$ cat config.mk
export PLATFORM = sky130hd
export DESIGN_NAME = sdp_cmd_pins
export DESIGN_NICKNAME = d
export VERILOG_FILES = /design/src/hdl/sdp_pkg.sv /design/src/hdl/sdp_lane_if.sv /design/src/hdl/sdp_byte_lane.sv /design/src/hdl/sdp_cmd_pins.sv
export SDC_FILE = /design/constraint.sdc
export NUM_CORES = 1
export LEC_CHECK = 0
export BUFFER_PORTS_ARGS = -buffer_cell sky130_fd_sc_hd__buf_2
export CAP_MARGIN = 20
export CORE_ASPECT_RATIO = 1.4
export CORE_MARGIN = 3
export CORE_UTILIZATION = 40
export CTS_BUF_LIST = sky130_fd_sc_hd__clkbuf_8 sky130_fd_sc_hd__clkbuf_16
export CTS_CLUSTER_SIZE = 40
export DETAILED_ROUTE_END_ITERATION = 8
export PLACE_DENSITY = 0.59
export SYNTH_ARGS = -nofsm -noshare
export SYNTH_HDL_FRONTEND = slang
export SYNTH_SLANG_ARGS = --single-unit
$ cat constraint.sdc
create_clock -name clk -period 15.7 [get_ports clk]
set_input_delay 0.785 -clock clk [delete_from_list [all_inputs] [get_ports clk]]
set_output_delay 0.785 -clock clk [all_outputs]
set_load 0.01 [all_outputs]
$ cat src/hdl/sdp_pkg.sv
// Operation
// - Capture inputs where clock legs cross.
// - Clock gate high runs internal logic.
// - Gate low enters matching power-down mode.
// - Self-refresh exit seen without input clock.
// - Power-down keeps clock, termination, gate buffers.
// - Self-refresh keeps only clock gate buffer.
// - Chip select high masks the command.
// - Termination enable switches on data termination.
// - Termination ignored in self-refresh or disabled.
// - Command decoded from four strobes together.
// - Masked write bytes are not stored.
// - Byte masks sampled on both strobe edges.
// - Bank select picks bank or mode register.
// - Row from address, column from low bits.
// - Mode register opcode from address lines.
// - Auto-precharge bit closes bank after access.
// - Precharge bit selects one or all banks.
// - Burst chop bit low chops burst.
// - Device clear low resets asynchronously.
// - Reset may destroy stored data.
// - Bursts are eight beats, four chopped.
// - On-the-fly chop only when mode allows.
// - Read strobe edge-aligned with read data.

package sdp_pkg;

   // ************************************************************
   // Register map.
   // ************************************************************
   localparam logic [7:0] ADDR_CTRL   = 8'h00;
   localparam logic [7:0] ADDR_STAT   = 8'h04;
   localparam logic [7:0] ADDR_MR0    = 8'h08;
   localparam logic [7:0] ADDR_MR1    = 8'h0C;
   localparam logic [7:0] ADDR_MR2    = 8'h10;
   localparam logic [7:0] ADDR_MR3    = 8'h14;
   localparam logic [7:0] ADDR_CNT    = 8'h18;
   localparam int         CTRL_TERM_OFF = 0;
   localparam int         STAT_PWR_LSB  = 0;
   localparam int         STAT_TERM     = 2;
   localparam int         STAT_RD       = 3;
   localparam int         STAT_WR       = 4;
   localparam int         STAT_OPEN_LSB = 8;

   // ************************************************************
   // Command codes, chip select first, then row, column, write.
   // ************************************************************
   localparam logic [3:0] CMD_MRS = 4'h0;
   localparam logic [3:0] CMD_REF = 4'h1;
   localparam logic [3:0] CMD_PRE = 4'h2;
   localparam logic [3:0] CMD_ACT = 4'h3;
   localparam logic [3:0] CMD_WR  = 4'h4;
   localparam logic [3:0] CMD_RD  = 4'h5;

   // ************************************************************
   // Address and mode register fields.
   // ************************************************************
   localparam int         AP_BIT     = 10;
   localparam int         BC_BIT     = 12;
   localparam int         MR1_RTT_A  = 2;
   localparam int         MR1_RTT_B  = 6;
   localparam int         MR1_RTT_C  = 9;
   localparam int         MR2_RTTW_A = 9;
   localparam int         MR2_RTTW_B = 10;
   localparam logic [1:0] BL_OTF     = 2'h1;
   localparam logic [1:0] BL_CHOP    = 2'h2;
   localparam logic [3:0] BEATS_FULL = 4'h8;
   localparam logic [3:0] BEATS_CHOP = 4'h4;

   // ************************************************************
   // Input buffer groups: clock legs, termination, gate, cmd, data.
   // ************************************************************
   localparam logic [4:0] BUF_ALL = 5'h1F;
   localparam logic [4:0] BUF_PD  = 5'h07;
   localparam logic [4:0] BUF_SR  = 5'h04;

   typedef enum logic [1:0] {
      PWR_ON,
      PWR_PRE_DOWN,
      PWR_ACT_DOWN,
      PWR_SELF_REF
   } sdp_pwr_t;

endpackage
$ cat src/hdl/sdp_lane_if.sv
`timescale 1ns/10ps
interface sdp_lane_if;
   logic       strobe;
   logic [7:0] dq;
   logic       mask;
   logic       beat;
   logic [7:0] data;
   logic       keep;
   modport lane (input strobe, dq, mask, output beat, data, keep);
   modport user (output strobe, dq, mask, input beat, data, keep);
endinterface

$ cat src/hdl/sdp_byte_lane.sv
`timescale 1ns/10ps
module sdp_byte_lane (
   // Clock and reset
   input wire logic clk,
   input wire logic rstN,
   // Lane pins and captured beat
   sdp_lane_if.lane ln
);

   typedef struct packed {
      logic [9:0] s1;
      logic [9:0] s2;
      logic       prev;
      logic       beat;
      logic [7:0] data;
      logic       keep;
   } sdp_lane_st_t;

   sdp_lane_st_t q;
   sdp_lane_st_t d;

   // ************************************************************
   // Beat capture.
   // ************************************************************
   always_comb begin
      d      = q;
      d.s1   = {ln.strobe, ln.mask, ln.dq};
      d.s2   = q.s1;
      d.prev = q.s2[9];
      d.beat = q.s2[9] ^ q.prev;
      d.data = q.s2[7:0];
      d.keep = ~q.s2[8];
   end

   always_ff @(posedge clk or negedge rstN) begin
      if (!rstN) begin
         q <= '0;
      end else begin
         q <= d;
      end
   end

   assign ln.beat = q.beat;
   assign ln.data = q.data;
   assign ln.keep = q.keep;

   property p_mask_drop;
      @(posedge clk) disable iff (!rstN)
         ((q.s2[9] ^ q.prev) && q.s2[8]) |=> (ln.beat && !ln.keep);
   endproperty
   a_mask_drop: assert property (p_mask_drop) else $error("masked byte kept");

endmodule // sdp_byte_lane

$ cat src/hdl/sdp_cmd_pins.sv
`timescale 1ns/10ps
module sdp_cmd_pins (
   // Clock and reset
   input  wire logic        clk,
   input  wire logic        rst_b,
   // APB slave
   input  wire logic        psel,
   input  wire logic        penable,
   input  wire logic        pwrite,
   input  wire logic [7:0]  paddr,
   input  wire logic [31:0] pwdata,
   output logic      [31:0] prdata,
   output logic             pready,
   output logic             pslverr,
   // Command and address pins
   input  wire logic        diffClkPos,
   input  wire logic        diffClkNeg,
   input  wire logic        clockGate,
   input  wire logic        chipSelN,
   input  wire logic        rowStrobeN,
   input  wire logic        columnStrobeN,
   input  wire logic        writeStrobeN,
   input  wire logic [2:0]  bankSelect,
   input  wire logic [13:0] addrLines,
   input  wire logic        terminationEnable,
   input  wire logic        deviceClearN,
   // Data pins
   input  wire logic        upperByteMask,
   input  wire logic        lowerByteMask,
   input  wire logic [15:0] dqIn,
   output logic      [15:0] dqOut,
   output logic             dqOeN,
   input  wire logic        lowerStrobeIn,
   output logic             lowerStrobeOut,
   output logic             lowerStrobeOeN,
   input  wire logic        upperStrobeIn,
   output logic             upperStrobeOut,
   output logic             upperStrobeOeN,
   // Internal state views
   output logic             internalClkRun,
   output logic             outDrvEn,
   output logic      [4:0]  inputBufEn,
   output logic             termOn,
   output logic             accValid,
   output logic      [2:0]  accBank,
   output logic      [13:0] accRow,
   output logic      [9:0]  accCol
);

   typedef struct packed {
      logic        pos;
      logic        neg;
      logic        cke;
      logic [3:0]  cmd;
      logic [2:0]  ba;
      logic [13:0] addr;
      logic        termination_enable;
   } sdp_pins_t;

   typedef struct packed {
      sdp_pins_t        p1;
      sdp_pins_t        p2;
      logic             clkPrev;
      sdp_pkg::sdp_pwr_t pwr;
      logic [7:0]       open;
      logic [7:0][13:0] row;
      logic [3:0][13:0] mr;
      logic             odtCap;
      logic             termOff;
      logic [31:0]      cmdCnt;
      logic             rdAct;
      logic             wrAct;
      logic             ap;
      logic [2:0]       bank;
      logic [9:0]       col;
      logic [3:0]       left;
      logic [2:0]       idx;
      logic [7:0][15:0] buffer;
      logic [15:0]      dqOut;
      logic             strobe;
      logic             drive;
      logic [31:0]      prdata;
   } sdp_top_st_t;

   sdp_top_st_t q;
   sdp_top_st_t d;

   logic [1:0]  rstSync;
   logic        rawRstN;
   logic        rstN;
   logic        crossEv;
   logic        cmdLive;
   logic        isAct;
   logic        isRd;
   logic        isWr;
   logic        isPre;
   logic        isMrs;
   logic        isRef;
   logic        anyOpen;
   logic        termDis;
   logic        otfOk;
   logic        chop;
   logic        beatNow;
   logic        hit;
   logic [31:0] rdVal;

   sdp_lane_if lowIf ();
   sdp_lane_if upIf ();

   // ************************************************************
   // Reset.
   // ************************************************************
   // clear is async reset
   assign rawRstN = rst_b & deviceClearN;

   always_ff @(posedge clk or negedge rawRstN) begin
      if (!rawRstN) begin
         rstSync <= 2'b00;
      end else begin
         rstSync <= {rstSync[0], 1'b1};
      end
   end

   assign rstN = rstSync[1];

   // ************************************************************
   // Byte lanes.
   // ************************************************************
   assign lowIf.strobe = lowerStrobeIn;
   assign lowIf.dq     = dqIn[7:0];
   assign lowIf.mask   = lowerByteMask;
   assign upIf.strobe  = upperStrobeIn;
   assign upIf.dq      = dqIn[15:8];
   assign upIf.mask    = upperByteMask;

   sdp_byte_lane uLow (
      .clk  (clk),
      .rstN (rstN),
      .ln   (lowIf.lane)
   );

   sdp_byte_lane uUp (
      .clk  (clk),
      .rstN (rstN),
      .ln   (upIf.lane)
   );

   // ************************************************************
   // Decode.
   // ************************************************************
   // positive leg rising
   assign crossEv = q.p2.pos & ~q.clkPrev & ~q.p2.neg;
   assign cmdLive = crossEv & (q.pwr == sdp_pkg::PWR_ON) & q.p2.cke & ~q.p2.cmd[3];
   assign isAct   = cmdLive & (q.p2.cmd == sdp_pkg::CMD_ACT);
   assign isRd    = cmdLive & (q.p2.cmd == sdp_pkg::CMD_RD);
   assign isWr    = cmdLive & (q.p2.cmd == sdp_pkg::CMD_WR);
   assign isPre   = cmdLive & (q.p2.cmd == sdp_pkg::CMD_PRE);
   assign isMrs   = cmdLive & (q.p2.cmd == sdp_pkg::CMD_MRS);
   assign isRef   = cmdLive & (q.p2.cmd == sdp_pkg::CMD_REF);
   assign anyOpen = |q.open;
   assign termDis = ~(q.mr[1][sdp_pkg::MR1_RTT_A] | q.mr[1][sdp_pkg::MR1_RTT_B]
                      | q.mr[1][sdp_pkg::MR1_RTT_C])
                    & ~(q.mr[2][sdp_pkg::MR2_RTTW_A] | q.mr[2][sdp_pkg::MR2_RTTW_B]);
   assign otfOk   = (q.mr[0][1:0] == sdp_pkg::BL_OTF);
   assign chop    = otfOk ? ~q.p2.addr[sdp_pkg::BC_BIT] : (q.mr[0][1:0] == sdp_pkg::BL_CHOP);
   assign beatNow = q.rdAct | (q.wrAct & lowIf.beat);
   assign hit     = (paddr <= sdp_pkg::ADDR_CNT) && (paddr[1:0] == 2'b00);

   always_comb begin
      rdVal = '0;
      case (paddr)
         sdp_pkg::ADDR_CTRL: begin
            rdVal[sdp_pkg::CTRL_TERM_OFF] = q.termOff;
         end
         sdp_pkg::ADDR_STAT: begin
            rdVal[sdp_pkg::STAT_PWR_LSB +: 2]  = q.pwr;
            rdVal[sdp_pkg::STAT_TERM]          = termOn;
            rdVal[sdp_pkg::STAT_RD]            = q.rdAct;
            rdVal[sdp_pkg::STAT_WR]            = q.wrAct;
            rdVal[sdp_pkg::STAT_OPEN_LSB +: 8] = q.open;
         end
         sdp_pkg::ADDR_MR0: rdVal[13:0] = q.mr[0];
         sdp_pkg::ADDR_MR1: rdVal[13:0] = q.mr[1];
         sdp_pkg::ADDR_MR2: rdVal[13:0] = q.mr[2];
         sdp_pkg::ADDR_MR3: rdVal[13:0] = q.mr[3];
         sdp_pkg::ADDR_CNT: rdVal       = q.cmdCnt;
         default:           rdVal       = '0;
      endcase
   end

   // ************************************************************
   // Next state.
   // ************************************************************
   always_comb begin
      d         = q;
      d.p1      = {diffClkPos, diffClkNeg, clockGate, chipSelN, rowStrobeN, columnStrobeN,
                   writeStrobeN, bankSelect, addrLines, terminationEnable};
      d.p2      = q.p1;
      d.clkPrev = q.p2.pos;
      d.drive   = q.rdAct;

      case (q.pwr)
         sdp_pkg::PWR_ON: begin
            if (crossEv && !q.p2.cke) begin
               if (anyOpen) begin
                  d.pwr = sdp_pkg::PWR_ACT_DOWN;
               end else if (q.p2.cmd == sdp_pkg::CMD_REF) begin
                  d.pwr = sdp_pkg::PWR_SELF_REF;
               end else begin
                  d.pwr = sdp_pkg::PWR_PRE_DOWN;
               end
            end
         end
         sdp_pkg::PWR_PRE_DOWN, sdp_pkg::PWR_ACT_DOWN: begin
            if (crossEv && q.p2.cke) begin
               d.pwr = sdp_pkg::PWR_ON;
            end
         end
         sdp_pkg::PWR_SELF_REF: begin
            if (q.p2.cke) begin
               d.pwr = sdp_pkg::PWR_ON;
            end
         end
         default: d.pwr = sdp_pkg::PWR_ON;
      endcase

      if (crossEv && (q.pwr != sdp_pkg::PWR_SELF_REF)) begin
         d.odtCap = q.p2.termination_enable;
      end

      if (isAct | isRd | isWr | isPre | isMrs | isRef) begin
         d.cmdCnt = q.cmdCnt + 32'h0000_0001;
      end

      d.strobe = q.rdAct ? ~q.strobe : 1'b0;
      if (q.rdAct) begin
         d.dqOut = q.buffer[q.idx];
      end
      if (q.wrAct && lowIf.beat && lowIf.keep) begin
         d.buffer[q.idx][7:0] = lowIf.data;
      end
      if (q.wrAct && upIf.beat && upIf.keep) begin
         d.buffer[q.idx][15:8] = upIf.data;
      end
      if (beatNow) begin
         d.idx  = q.idx + 3'h1;
         d.left = q.left - 4'h1;
         if (q.left == 4'h1) begin
            d.rdAct = 1'b0;
            d.wrAct = 1'b0;
            if (q.ap) begin
               d.open[q.bank] = 1'b0;
            end
         end
      end

      if (isAct) begin
         d.open[q.p2.ba] = 1'b1;
         d.row[q.p2.ba]  = q.p2.addr;
      end
      if (isPre) begin
         if (q.p2.addr[sdp_pkg::AP_BIT]) begin
            d.open = '0;
         end else begin
            d.open[q.p2.ba] = 1'b0;
         end
      end
      if (isMrs && !q.p2.ba[2]) begin
         d.mr[q.p2.ba[1:0]] = q.p2.addr;
      end
      if ((isRd || isWr) && q.open[q.p2.ba] && !q.rdAct && !q.wrAct) begin
         d.rdAct = isRd;
         d.wrAct = isWr;
         d.bank  = q.p2.ba;
         d.col   = q.p2.addr[9:0];
         d.ap    = q.p2.addr[sdp_pkg::AP_BIT];
         d.idx   = q.p2.addr[2:0];
         d.left  = chop ? sdp_pkg::BEATS_CHOP : sdp_pkg::BEATS_FULL;
      end

      if (psel && !penable) begin
         d.prdata = rdVal;
      end
      if (psel && penable && pwrite && (paddr == sdp_pkg::ADDR_CTRL)) begin
         d.termOff = pwdata[sdp_pkg::CTRL_TERM_OFF];
      end
   end

   always_ff @(posedge clk or negedge rstN) begin
      if (!rstN) begin
         q <= '0;
      end else begin
         q <= d;
      end
   end

   // ************************************************************
   // Outputs.
   // ************************************************************
   // gate runs clocks and drivers
   assign internalClkRun = (q.pwr == sdp_pkg::PWR_ON);
   assign outDrvEn       = (q.pwr == sdp_pkg::PWR_ON);

   always_comb begin
      case (q.pwr)
         sdp_pkg::PWR_ON:       inputBufEn = sdp_pkg::BUF_ALL;
         sdp_pkg::PWR_SELF_REF: inputBufEn = sdp_pkg::BUF_SR;
         default:               inputBufEn = sdp_pkg::BUF_PD;
      endcase
   end

   assign termOn = q.odtCap & (q.pwr != sdp_pkg::PWR_SELF_REF) & ~termDis & ~q.termOff;

   assign dqOut          = q.dqOut;
   assign dqOeN          = ~q.drive;
   assign lowerStrobeOut = q.strobe;
   assign upperStrobeOut = q.strobe;
   assign lowerStrobeOeN = ~q.drive;
   assign upperStrobeOeN = ~q.drive;
   assign accValid       = q.rdAct | q.wrAct;
   assign accBank        = q.bank;
   assign accRow         = q.row[q.bank];
   assign accCol         = q.col;
   assign prdata         = q.prdata;
   assign pready         = 1'b1;
   assign pslverr        = psel & penable & ~hit;

   // ************************************************************
   // Checks.
   // ************************************************************
   property p_capture;
      @(posedge clk) disable iff (!rstN)
         (q.cmdCnt != $past(q.cmdCnt)) |-> $past(crossEv);
   endproperty
   a_capture: assert property (p_capture) else $error("command taken off crossing");

   property p_gate_off;
      @(posedge clk) disable iff (!rstN)
         (crossEv && !q.p2.cke && q.pwr == sdp_pkg::PWR_ON) |=> !internalClkRun && !outDrvEn;
   endproperty
   a_gate_off: assert property (p_gate_off) else $error("clocks still run with gate low");

   property p_act_down;
      @(posedge clk) disable iff (!rstN)
         (crossEv && !q.p2.cke && q.pwr == sdp_pkg::PWR_ON && anyOpen)
            |=> q.pwr == sdp_pkg::PWR_ACT_DOWN;
   endproperty
   a_act_down: assert property (p_act_down) else $error("wrong power-down mode");

   property p_sr_exit;
      @(posedge clk) disable iff (!rstN)
         (q.pwr == sdp_pkg::PWR_SELF_REF && q.p2.cke && !crossEv) |=> q.pwr == sdp_pkg::PWR_ON;
   endproperty
   a_sr_exit: assert property (p_sr_exit) else $error("self-refresh exit missed");

   property p_pd_bufs;
      @(posedge clk) disable iff (!rstN)
         (q.pwr == sdp_pkg::PWR_PRE_DOWN || q.pwr == sdp_pkg::PWR_ACT_DOWN)
            |-> inputBufEn == sdp_pkg::BUF_PD && $stable(q.cmdCnt);
   endproperty
   a_pd_bufs: assert property (p_pd_bufs) else $error("power-down buffers wrong");

   property p_sr_term;
      @(posedge clk) disable iff (!rstN)
         (q.pwr == sdp_pkg::PWR_SELF_REF) |-> !termOn && inputBufEn == sdp_pkg::BUF_SR;
   endproperty
   a_sr_term: assert property (p_sr_term) else $error("self-refresh inputs active");

   property p_cs_mask;
      @(posedge clk) disable iff (!rstN)
         (crossEv && q.p2.cmd[3]) |=> $stable(q.cmdCnt) && $stable(q.open);
   endproperty
   a_cs_mask: assert property (p_cs_mask) else $error("deselected command acted");

   property p_activate;
      @(posedge clk) disable iff (!rstN)
         isAct |=> q.open[$past(q.p2.ba)] && q.row[$past(q.p2.ba)] == $past(q.p2.addr);
   endproperty
   a_activate: assert property (p_activate) else $error("activate not recorded");

   property p_pre_all;
      @(posedge clk) disable iff (!rstN)
         (isPre && q.p2.addr[sdp_pkg::AP_BIT] && !isAct) |=> q.open == 8'h00;
   endproperty
   a_pre_all: assert property (p_pre_all) else $error("precharge all left bank open");

   property p_chop_len;
      @(posedge clk) disable iff (!rstN)
         (isRd && !q.rdAct && !q.wrAct && q.open[q.p2.ba] && otfOk && !q.p2.addr[sdp_pkg::BC_BIT])
            |=> q.rdAct ##1 q.rdAct [*3] ##1 !q.rdAct;
   endproperty
   a_chop_len: assert property (p_chop_len) else $error("chopped read not four beats");

endmodule // sdp_cmd_pins

# Word level (Yosys, flattened, before mapping)
# Index checks and enable logic that the tools add are counted.
[totals]
regBits = 528
latchBits = 0
mem_bits_rw = 0
rom_bits = 0
out_inout_bits = 91
memories = 0
[classes]
addsub = 3
n_mul = 0
div = 0
n_lt_le_gt_ge = 9
eq_ne = 21
n_shift = 0
mux = 50
bitwise_logic = 49
n_reduce_logical = 36
[op_table]
columns = ["operator", "n"]
rows = [
  ["bitwise mux 128 bit", 2],
  ["2-to-1 mux 128 bit", 2],
  ["2-to-1 mux 120 bit", 1],
  ["bitwise mux 112 bit", 1],
  ["demux 16 bit (select 3 bit)", 2],
  ["bitwise mux 56 bit", 1],
  ["binary-select mux 16 bit (select 3 bit)", 1],
  ["2-to-1 mux 16 bit", 3],
  ["2-to-1 mux 8 bit", 6],
  ["binary-select mux 14 bit (select 3 bit)", 1],
  ["demux 14 bit (select 3 bit)", 1],
  ["2-to-1 mux 14 bit", 3],
  ["case mux 6 bit (6 select lines)", 1],
  ["adder 32 x 1 -> 32 bit, second input constant", 1],
  ["demux 14 bit (select 2 bit)", 1],
  ["equality test 8 x 5 -> 1 bit, second input constant", 3],
  ["case mux 4 bit (6 select lines)", 1],
  ["2-to-1 mux 23 bit", 1],
  ["logical AND 1 bit", 20],
  ["AND 1 bit", 19],
  ["AND 8 bit", 2],
  ["equality test 8 x 4 -> 1 bit, second input constant", 2],
  ["NOT 8 bit", 2],
  ["case mux 3 bit (5 select lines)", 1],
  ["39 further kinds", 90],
]

# Depth between registers and ports, before layout
# Gate-level depths: netlist (run 1).
[depth]
ltp_word = 14
mapped_depth = 10
mapped_depth_nobuf = 7

# Cells and area by module
# Synthesis (run 1) repeated with hierarchy kept, for this count alone.
[unflattened]
hier_cells = 1616
hier_area_um2 = 22430.3
[modules_own_cells]
columns = ["mod", "n_inst", "cells_per_inst", "area_per_inst_um2", "seq_area_each_um2"]
rows = [
  ["sdp_cmd_pins", 1, 1534, 20733.6, 11661.2],
  ["sdp_byte_lane", 2, 41, 848.3, 775.7],
]

# Worst setup path before layout (run 1)
# OpenSTA, ideal clock, no wires.
[synth_timing]
kind = "reg-to-output"
start = "reg q, in the netlist accBank[0]"
end = "out accRow[0]"
arrival_ns = 2.008
setup_slack_ns = 12.907
path_stages_with_launch = 5
n_path_buf = 2
path_cell_list = "dfrtp_1 > clkbuf_1 > buf_1 > mux4_2 > mux2_2"
[synth_between]
elab_chain_cells = 2
[synth_lines]
columns = ["item", "line", "source"]
rows = [
  ["start: declaration", "sdp_cmd_pins.sv:85", "sdp_top_st_t q;"],
  ["start signal: assignment", "sdp_cmd_pins.sv:291", "q <= '0;"],
  ["start signal: assignment", "sdp_cmd_pins.sv:293", "q <= d;"],
  ["binary-select mux 14 bit (select 3 bit)", "sdp_cmd_pins.sv:322", "assign accRow = q.row[q.bank];"],
  ["2-to-1 mux 14 bit (implied by the code)", "sdp_cmd_pins.sv:322", ""],
  ["end: declaration", "sdp_cmd_pins.sv:46", "output logic [13:0] accRow,"],
]
# No other way between the ends. The select of a mux whose other input is x is not followed.

==> results_dict.tcl, run 1 <==
set metrics [dict create \
    outcome "completed" \
    leakage_nw 12.0 \
    clkPwrFrac 0.416 \
    ys_ff_latch 528 \
    routedWlPerCell_um 21.3 \
    syn_avg_cell_area_um2 13.6 \
    synth_area_leaders "dfrtp_1 59%, mux2_2 17%, mux4_2 3.3%" \
    p_int_mw 2.22 \
    place.gp.congestion 0.836 \
    vias 13200 \
    cts-root-buf "clkbuf_16" \
    r2r_cells 4 \
    grt-ovfl-total 0 \
    syn_inst 1640 \
    rsz0062_at_grt "false" \
    p_total_mw 2.97 \
    path_cells "buf_4 -> buf_4 -> buf_16 -> buf_12" \
    routed_via_density 5.35 \
    yosysUniqueCellTypes 64 \
    grt_max_degree 170 \
    die_area_um2 58800 \
    cts_sinks 528 \
    io_buffers 148 \
    grt_pass1_wl_um 82000 \
    crit_type "reg -> async" \
    netSwitchingFraction 0.251 \
    antenna_found_initial 5 \
    cpPeakStageDelay_ps 910 \
    crit_path_max_fanout 169 \
    hold_path.class "in -> async" \
    insertion_delay_ps 590 \
    final_area_um2 25000 \
    fin_crit_sh 0.218 \
    ant_nets 0 \
    initial_utilization 0.408 \
    seqPwrFrac 0.497 \
    arrival_ps 4000 \
    placed_area_um2 23300 \
    final-setup-viol-count 0 \
    crit_path_top_delay_cell "dfrtp_4" \
    synth_ff_type "dfrtp_1" \
    synth_top_area_frac 0.591 \
    dp_hpwl_um 33900 \
    cts_resized 0 \
    wirelength_um 52500 \
    nNetsFinal 1809 \
    fp.dieW_um 206 \
    clock.fmax_mhz 292 \
    fin_crit_ps 3430 \
    finalClockSkew_ps 22.9 \
    dp_slack_ps 11910 \
    irDropWorstVdd_mv 0.0805 \
    crit_path_frequent_cell "buf_4" \
    tns_ps 0 \
    drtIter0Drc 687 \
    power_frac_comb 0.087 \
    worstMarginPinSlew_ps 1090 \
    end_kind "async pin" \
    clock_path_buffers 3 \
    design.core.area_um2 54800 \
    firstDrtPassIters 5 \
    ioPinCount 182 \
    multi_input_area_um2 8220 \
    fillers 5032 \
    slew_headroom 0.268 \
    ys_top_cells_by_count "528 x dfrtp_1, 334 x mux2_2, 82 x nand2_1" \
    clk_pin_slew_ps 60 \
    synth_most_common_cell "dfrtp_1" \
    slew_viol_final 0 \
    grtUsageTotal 0.180 \
    power.net_switching_mw 0.745 \
    syn2layout_area_growth_pct 11.9 \
    fin_ws_ps 12270 \
    dieHeight_um 286 \
    seqCellArea_um2 13200 \
    cts_hold_buf 0 \
    drv_cap 0 \
    synthArstFlopShare 1.00 \
    startpoint_type "flop" \
    cts_buffers 54 \
    synth_edf_count 0 \
    cts_tree "yes" \
    netlist_area_um2 22400 \
    drive_gt1_frac 0.365 \
    cp.required_ps 16270 \
    final_util 0.456 \
    p_per_area_nw_per_um2 119 \
    hold_violations 0 \
    h-tree-depth 2 \
    drc 0 \
    seq_area_frac_synth 0.591 \
    ys_warn_count 0 \
    rows 101 \
    grt_pass1_vias 13900 \
    cts_setup_buffers 0 \
    synth_top_cell_by_area "dfrtp_1" \
]
[state kept, by name, indices dropped and copies added (netlist names)]
signal / flops
uUp.ln.keep: 1
uLow.ln.data: 8
dqOut: 16
uUp.d: 19
d: 27
uLow.d: 19
uUp.q: 2
lowerStrobeOut: 1
uUp.ln.data: 8
uLow.q: 2
accCol: 10
uLow.ln.beat: 1
prdata: 32
q: 375
uLow.ln.keep: 1
accBank: 3
rstSync: 2
uUp.ln.beat: 1
[power by group through the flow]
stage,logic [mW],registers [mW],clock network (mW)
3_3_place_gp,0.260,1.50,0
5_1_grt,0.288,1.48,1.33
6_report,0.259,1.47,1.23
2_1_floorplan,0.196,1.48,0
4_1_cts,0.264,1.48,1.28
3_5_place_dp,0.263,1.50,0
[cells in the final DEF, fill, tap and decap left out, types with 7 or more instances in the layout]
cell type	synthesis	final
nor2b_1	20	19
nor3_1	29	28
o211ai_1	10	10
a22oi_1	14	14
xnor2_1	15	15
a2bb2oi_1	12	12
mux4_2	33	33
nor2_1	67	67
nand4_1	10	10
clkinv_2	0	7
nand3_1	37	37
a21oi_1	22	22
o21ai_0	41	41
inv_1	15	26
a31oi_1	11	11
nand2_1	82	82
mux2_2	334	334
ha_1	8	8
a22o_1	32	32
dfrtp_1	528	523
xor2_1	19	19
clkbuf_8	0	11
nor4_1	11	11
buf_2	9	151
a221oi_1	10	10
buf_4	72	15
and3_1	10	10
mux2i_1	47	47
clkbuf_16	0	55
[worst paths after layout]
check | startpoint | slack [ps] | end
setup / recovery | rstSync[1] | 12270 | prdata[28]
hold / removal | deviceClearN | 70 | rstSync[1]
setup reg to reg | rstSync[1] | 12270 | prdata[28]
hold reg to reg | d[434] | 340 | q[434]
max in group clk | q[178] | 12290 | q[101]
min in group clk | addrLines[12] | 300 | d[427]
[cell families after synthesis]
group	synth area share
AOI/OAI and AO/OA	0.0565
xor gates and xnor gates	0.0133
adders and majority gates	0.00447
buffers and inverters	0.0428
DFF	0.591
muxes	0.223
other	0.000168
and+or+nand+nor	0.0687
[critical path: cells and delay by family (launching register included)]
family                 cells  cell delay, ps
flip-flops                 1             910
buffers and inverters      4            2280
[routing by layer]
metal,vias to the layer above,GRT usage,part of all wire
met5,-,0,0
met4,0,0.0616,0.030
met3,93,0.0280,0.039
met2,260,0.322,0.53
met1,6889,0.219,0.40
li1,5962,-,-
[per-stage QoR]
stage	std cells	hold slack, ps
2_1_floorplan	1642	331
4_1_cts	2459	29.3
5_1_grt	2467	52.4
3_3_place_gp	2370	332
6_report	2467	73.6
3_5_place_dp	2370	336
[cell type report]
class,count,share of cell area
Sequential cell,528,0.528
Multi-Input combinational cell,942,0.329
Clock buffer,66,0.0611
Timing Repair Buffer,169,0.0370
Tap cell,721,0.0360
Clock inverter,23,0.00640
Inverter,15,0.00225
Antenna cell,3,0.000300
(Power assumes the default switching activity.)
==> inputs of run 2 (changes only) <==
Settings changed: PLACE_DENSITY 0.59 to 0.57.
Clock period 15.7 ns to 3.5 ns, I/O delays scaled along.
==> results_dict.tcl, run 2 (synthesized netlist as in run 1, its figures left out) <==
set metrics [dict create \
    rsz0062_at_grt "false" \
    h-tree-depth 2 \
    drv_cap 0 \
    hold_violations 0 \
    syn2layout_area_growth_pct 15.9 \
    placed_area_um2 23700 \
    r2r-start "q[411]" \
    outcome "completed" \
    finalClockSkew_ps 32.6 \
    multi_input_area_um2 8210 \
    clock_path_buffers 3 \
    antenna_found_initial 0 \
    dp_hpwl_um 35300 \
    drive_gt1_frac 0.369 \
    slew_headroom 0.287 \
    crit_type "reg -> out" \
    place.gp.congestion 0.810 \
    insertion_delay_ps 610 \
    end_kind "primary output" \
    routedWlPerCell_um 20.8 \
    wirelength_um 53300 \
    grt-ovfl-total 0 \
    power.net_switching_mw 3.43 \
    r2r_setup_slack_ps 660 \
    routed_via_density 5.30 \
    firstDrtPassIters 5 \
    p_int_mw 9.89 \
    startpoint_type "flop" \
    seqPwrFrac 0.498 \
    fin_crit_ps 2990 \
    min-delay-start "psel" \
    diodes 0 \
    rows 101 \
    cts_tree "yes" \
    final_area_um2 25900 \
    crit_path_max_fanout 21 \
    hold_path.class "in -> reg" \
    cts_sinks 528 \
    vias 13600 \
    slew_viol_final 0 \
    netSwitchingFraction 0.257 \
    dieHeight_um 286 \
    drtIter0Drc 621 \
    arrival_ps 2810 \
    grt_pass1_wl_um 84500 \
    worstMarginPinSlew_ps 1070 \
    final_cell_mix "524 x dfrtp_1, 334 x mux2_2, 148 x buf_2, 82 x nand2_1, 67 x nor2_1" \
    grt_pass1_vias 14400 \
    largest-register "q" \
    cts_resized 0 \
    design.core.area_um2 54800 \
    cts_buffers 53 \
    seqCellArea_um2 13200 \
    irDropWorstVdd_mv 0.354 \
    grt_max_degree 66 \
    fillers 4948 \
    worst_hold_slack_ps 147 \
    ant_nets 0 \
    ioPinCount 182 \
    io_buffers 148 \
    clk_pin_slew_ps 60 \
    power_frac_comb 0.094 \
    largest_reg_flops 375 \
    fin_crit_sh 0.854 \
    clkPwrFrac 0.408 \
    final_util 0.473 \
    initial_utilization 0.408 \
    p_per_area_nw_per_um2 514 \
    leakage_nw 12.5 \
    drc 0 \
    r2r_cells 8 \
    final-setup-viol-count 0 \
    fp.dieW_um 206 \
    clock.fmax_mhz 335 \
    min_path_cells 4 \
    rr_endpoint "q[375]" \
    die_area_um2 58800 \
    cts-root-buf "clkbuf_16" \
    final_common_cell "dfrtp_1" \
    nNetsFinal 1905 \
    min_to "prdata[14]" \
    grtUsageTotal 0.184 \
    cp.required_ps 3320 \
]
## run 2: cell count changes in the layout (fill, tap and decap cells not counted), moves of 2 or more
| cell | change |
|---|---|
| buf_12 | +7 |
| buf_2 | -3 |
| buf_4 | +42 |
| clkbuf_16 | -2 |
| clkinv_2 | +4 |
| clkinv_8 | +2 |
| diode_2 | -3 |
| dlygate4sd3_1 | +52 |
| inv_1 | +3 |
## run 2: worst max-delay path by stage
| stage | slack (ps) | startpoint | end | depth (start not counted) |
|---|---|---|---|---|
| after detailed placement | 630 | q[411] | q[384] | 8 |
| final | 510 | accBank[2] | accRow[13] | 4 |
| after global placement | 680 | q[411] | q[380] | 8 |
| after CTS | 440 | accBank[2] | accRow[13] | 4 |
| after global routing | 370 | accBank[2] | accRow[13] | 4 |
| after floorplan | -1640 | rstSync[1] | accBank[0] | 0 |
## run 2: per-layer routing
metal	share of wire	routed length, µm	up-vias	GRT usage
met1	0.41	21900	7130	0.232
met2	0.53	28000	231	0.328
li1	-	-	6158	-
met3	0.034	1830	83	0.0254
met4	0.028	1500	0	0.0557
met5	0	0	-	0
## run 2: metrics by stage
step | power [mW] | setup TNS (ps) | cells | setup WS [ps]
after global routing | 13.9 | 0 | 2566 | 371
after floorplan | 7.53 | -862090 | 1642 | -1640
final | 13.3 | 0 | 2566 | 511
after detailed placement | 7.97 | 0 | 2419 | 634
after global placement | 7.95 | 0 | 2419 | 684
after CTS | 13.5 | 0 | 2565 | 439
## run 2: repair_timing
| action | in CTS | in global routing |
|---|---|---|
| hold endpoints to repair | 49 | 0 |
| setup buffers | 0 | 0 |
| hold buffers | 52 | 0 |
## run 2: power by group through the flow
stage               registers [mW]  clock network [mW]  logic (mW)
floorplan                     6.65                   0       0.877
global placement              6.76                   0        1.19
detailed placement            6.77                   0        1.20
CTS                           6.66                5.60        1.25
global route                  6.68                5.84        1.39
finish                        6.64                5.44        1.25
## run 2: layout make-up
type / count / area share
clock inverter: 31 / 0.00753
clock buffer: 63 / 0.0565
inverter: 15 / 0.00217
sequential: 528 / 0.510
multi-input combinational: 942 / 0.317
tap: 721 / 0.0348
timing repair buffer: 266 / 0.0724
## run 2: worst max-delay path, stage by stage (launching register included)
cell and delay [ps]:
dfrtp_1 1010, buf_4 400, mux4_2 350, mux2_2 290, buf_2 150
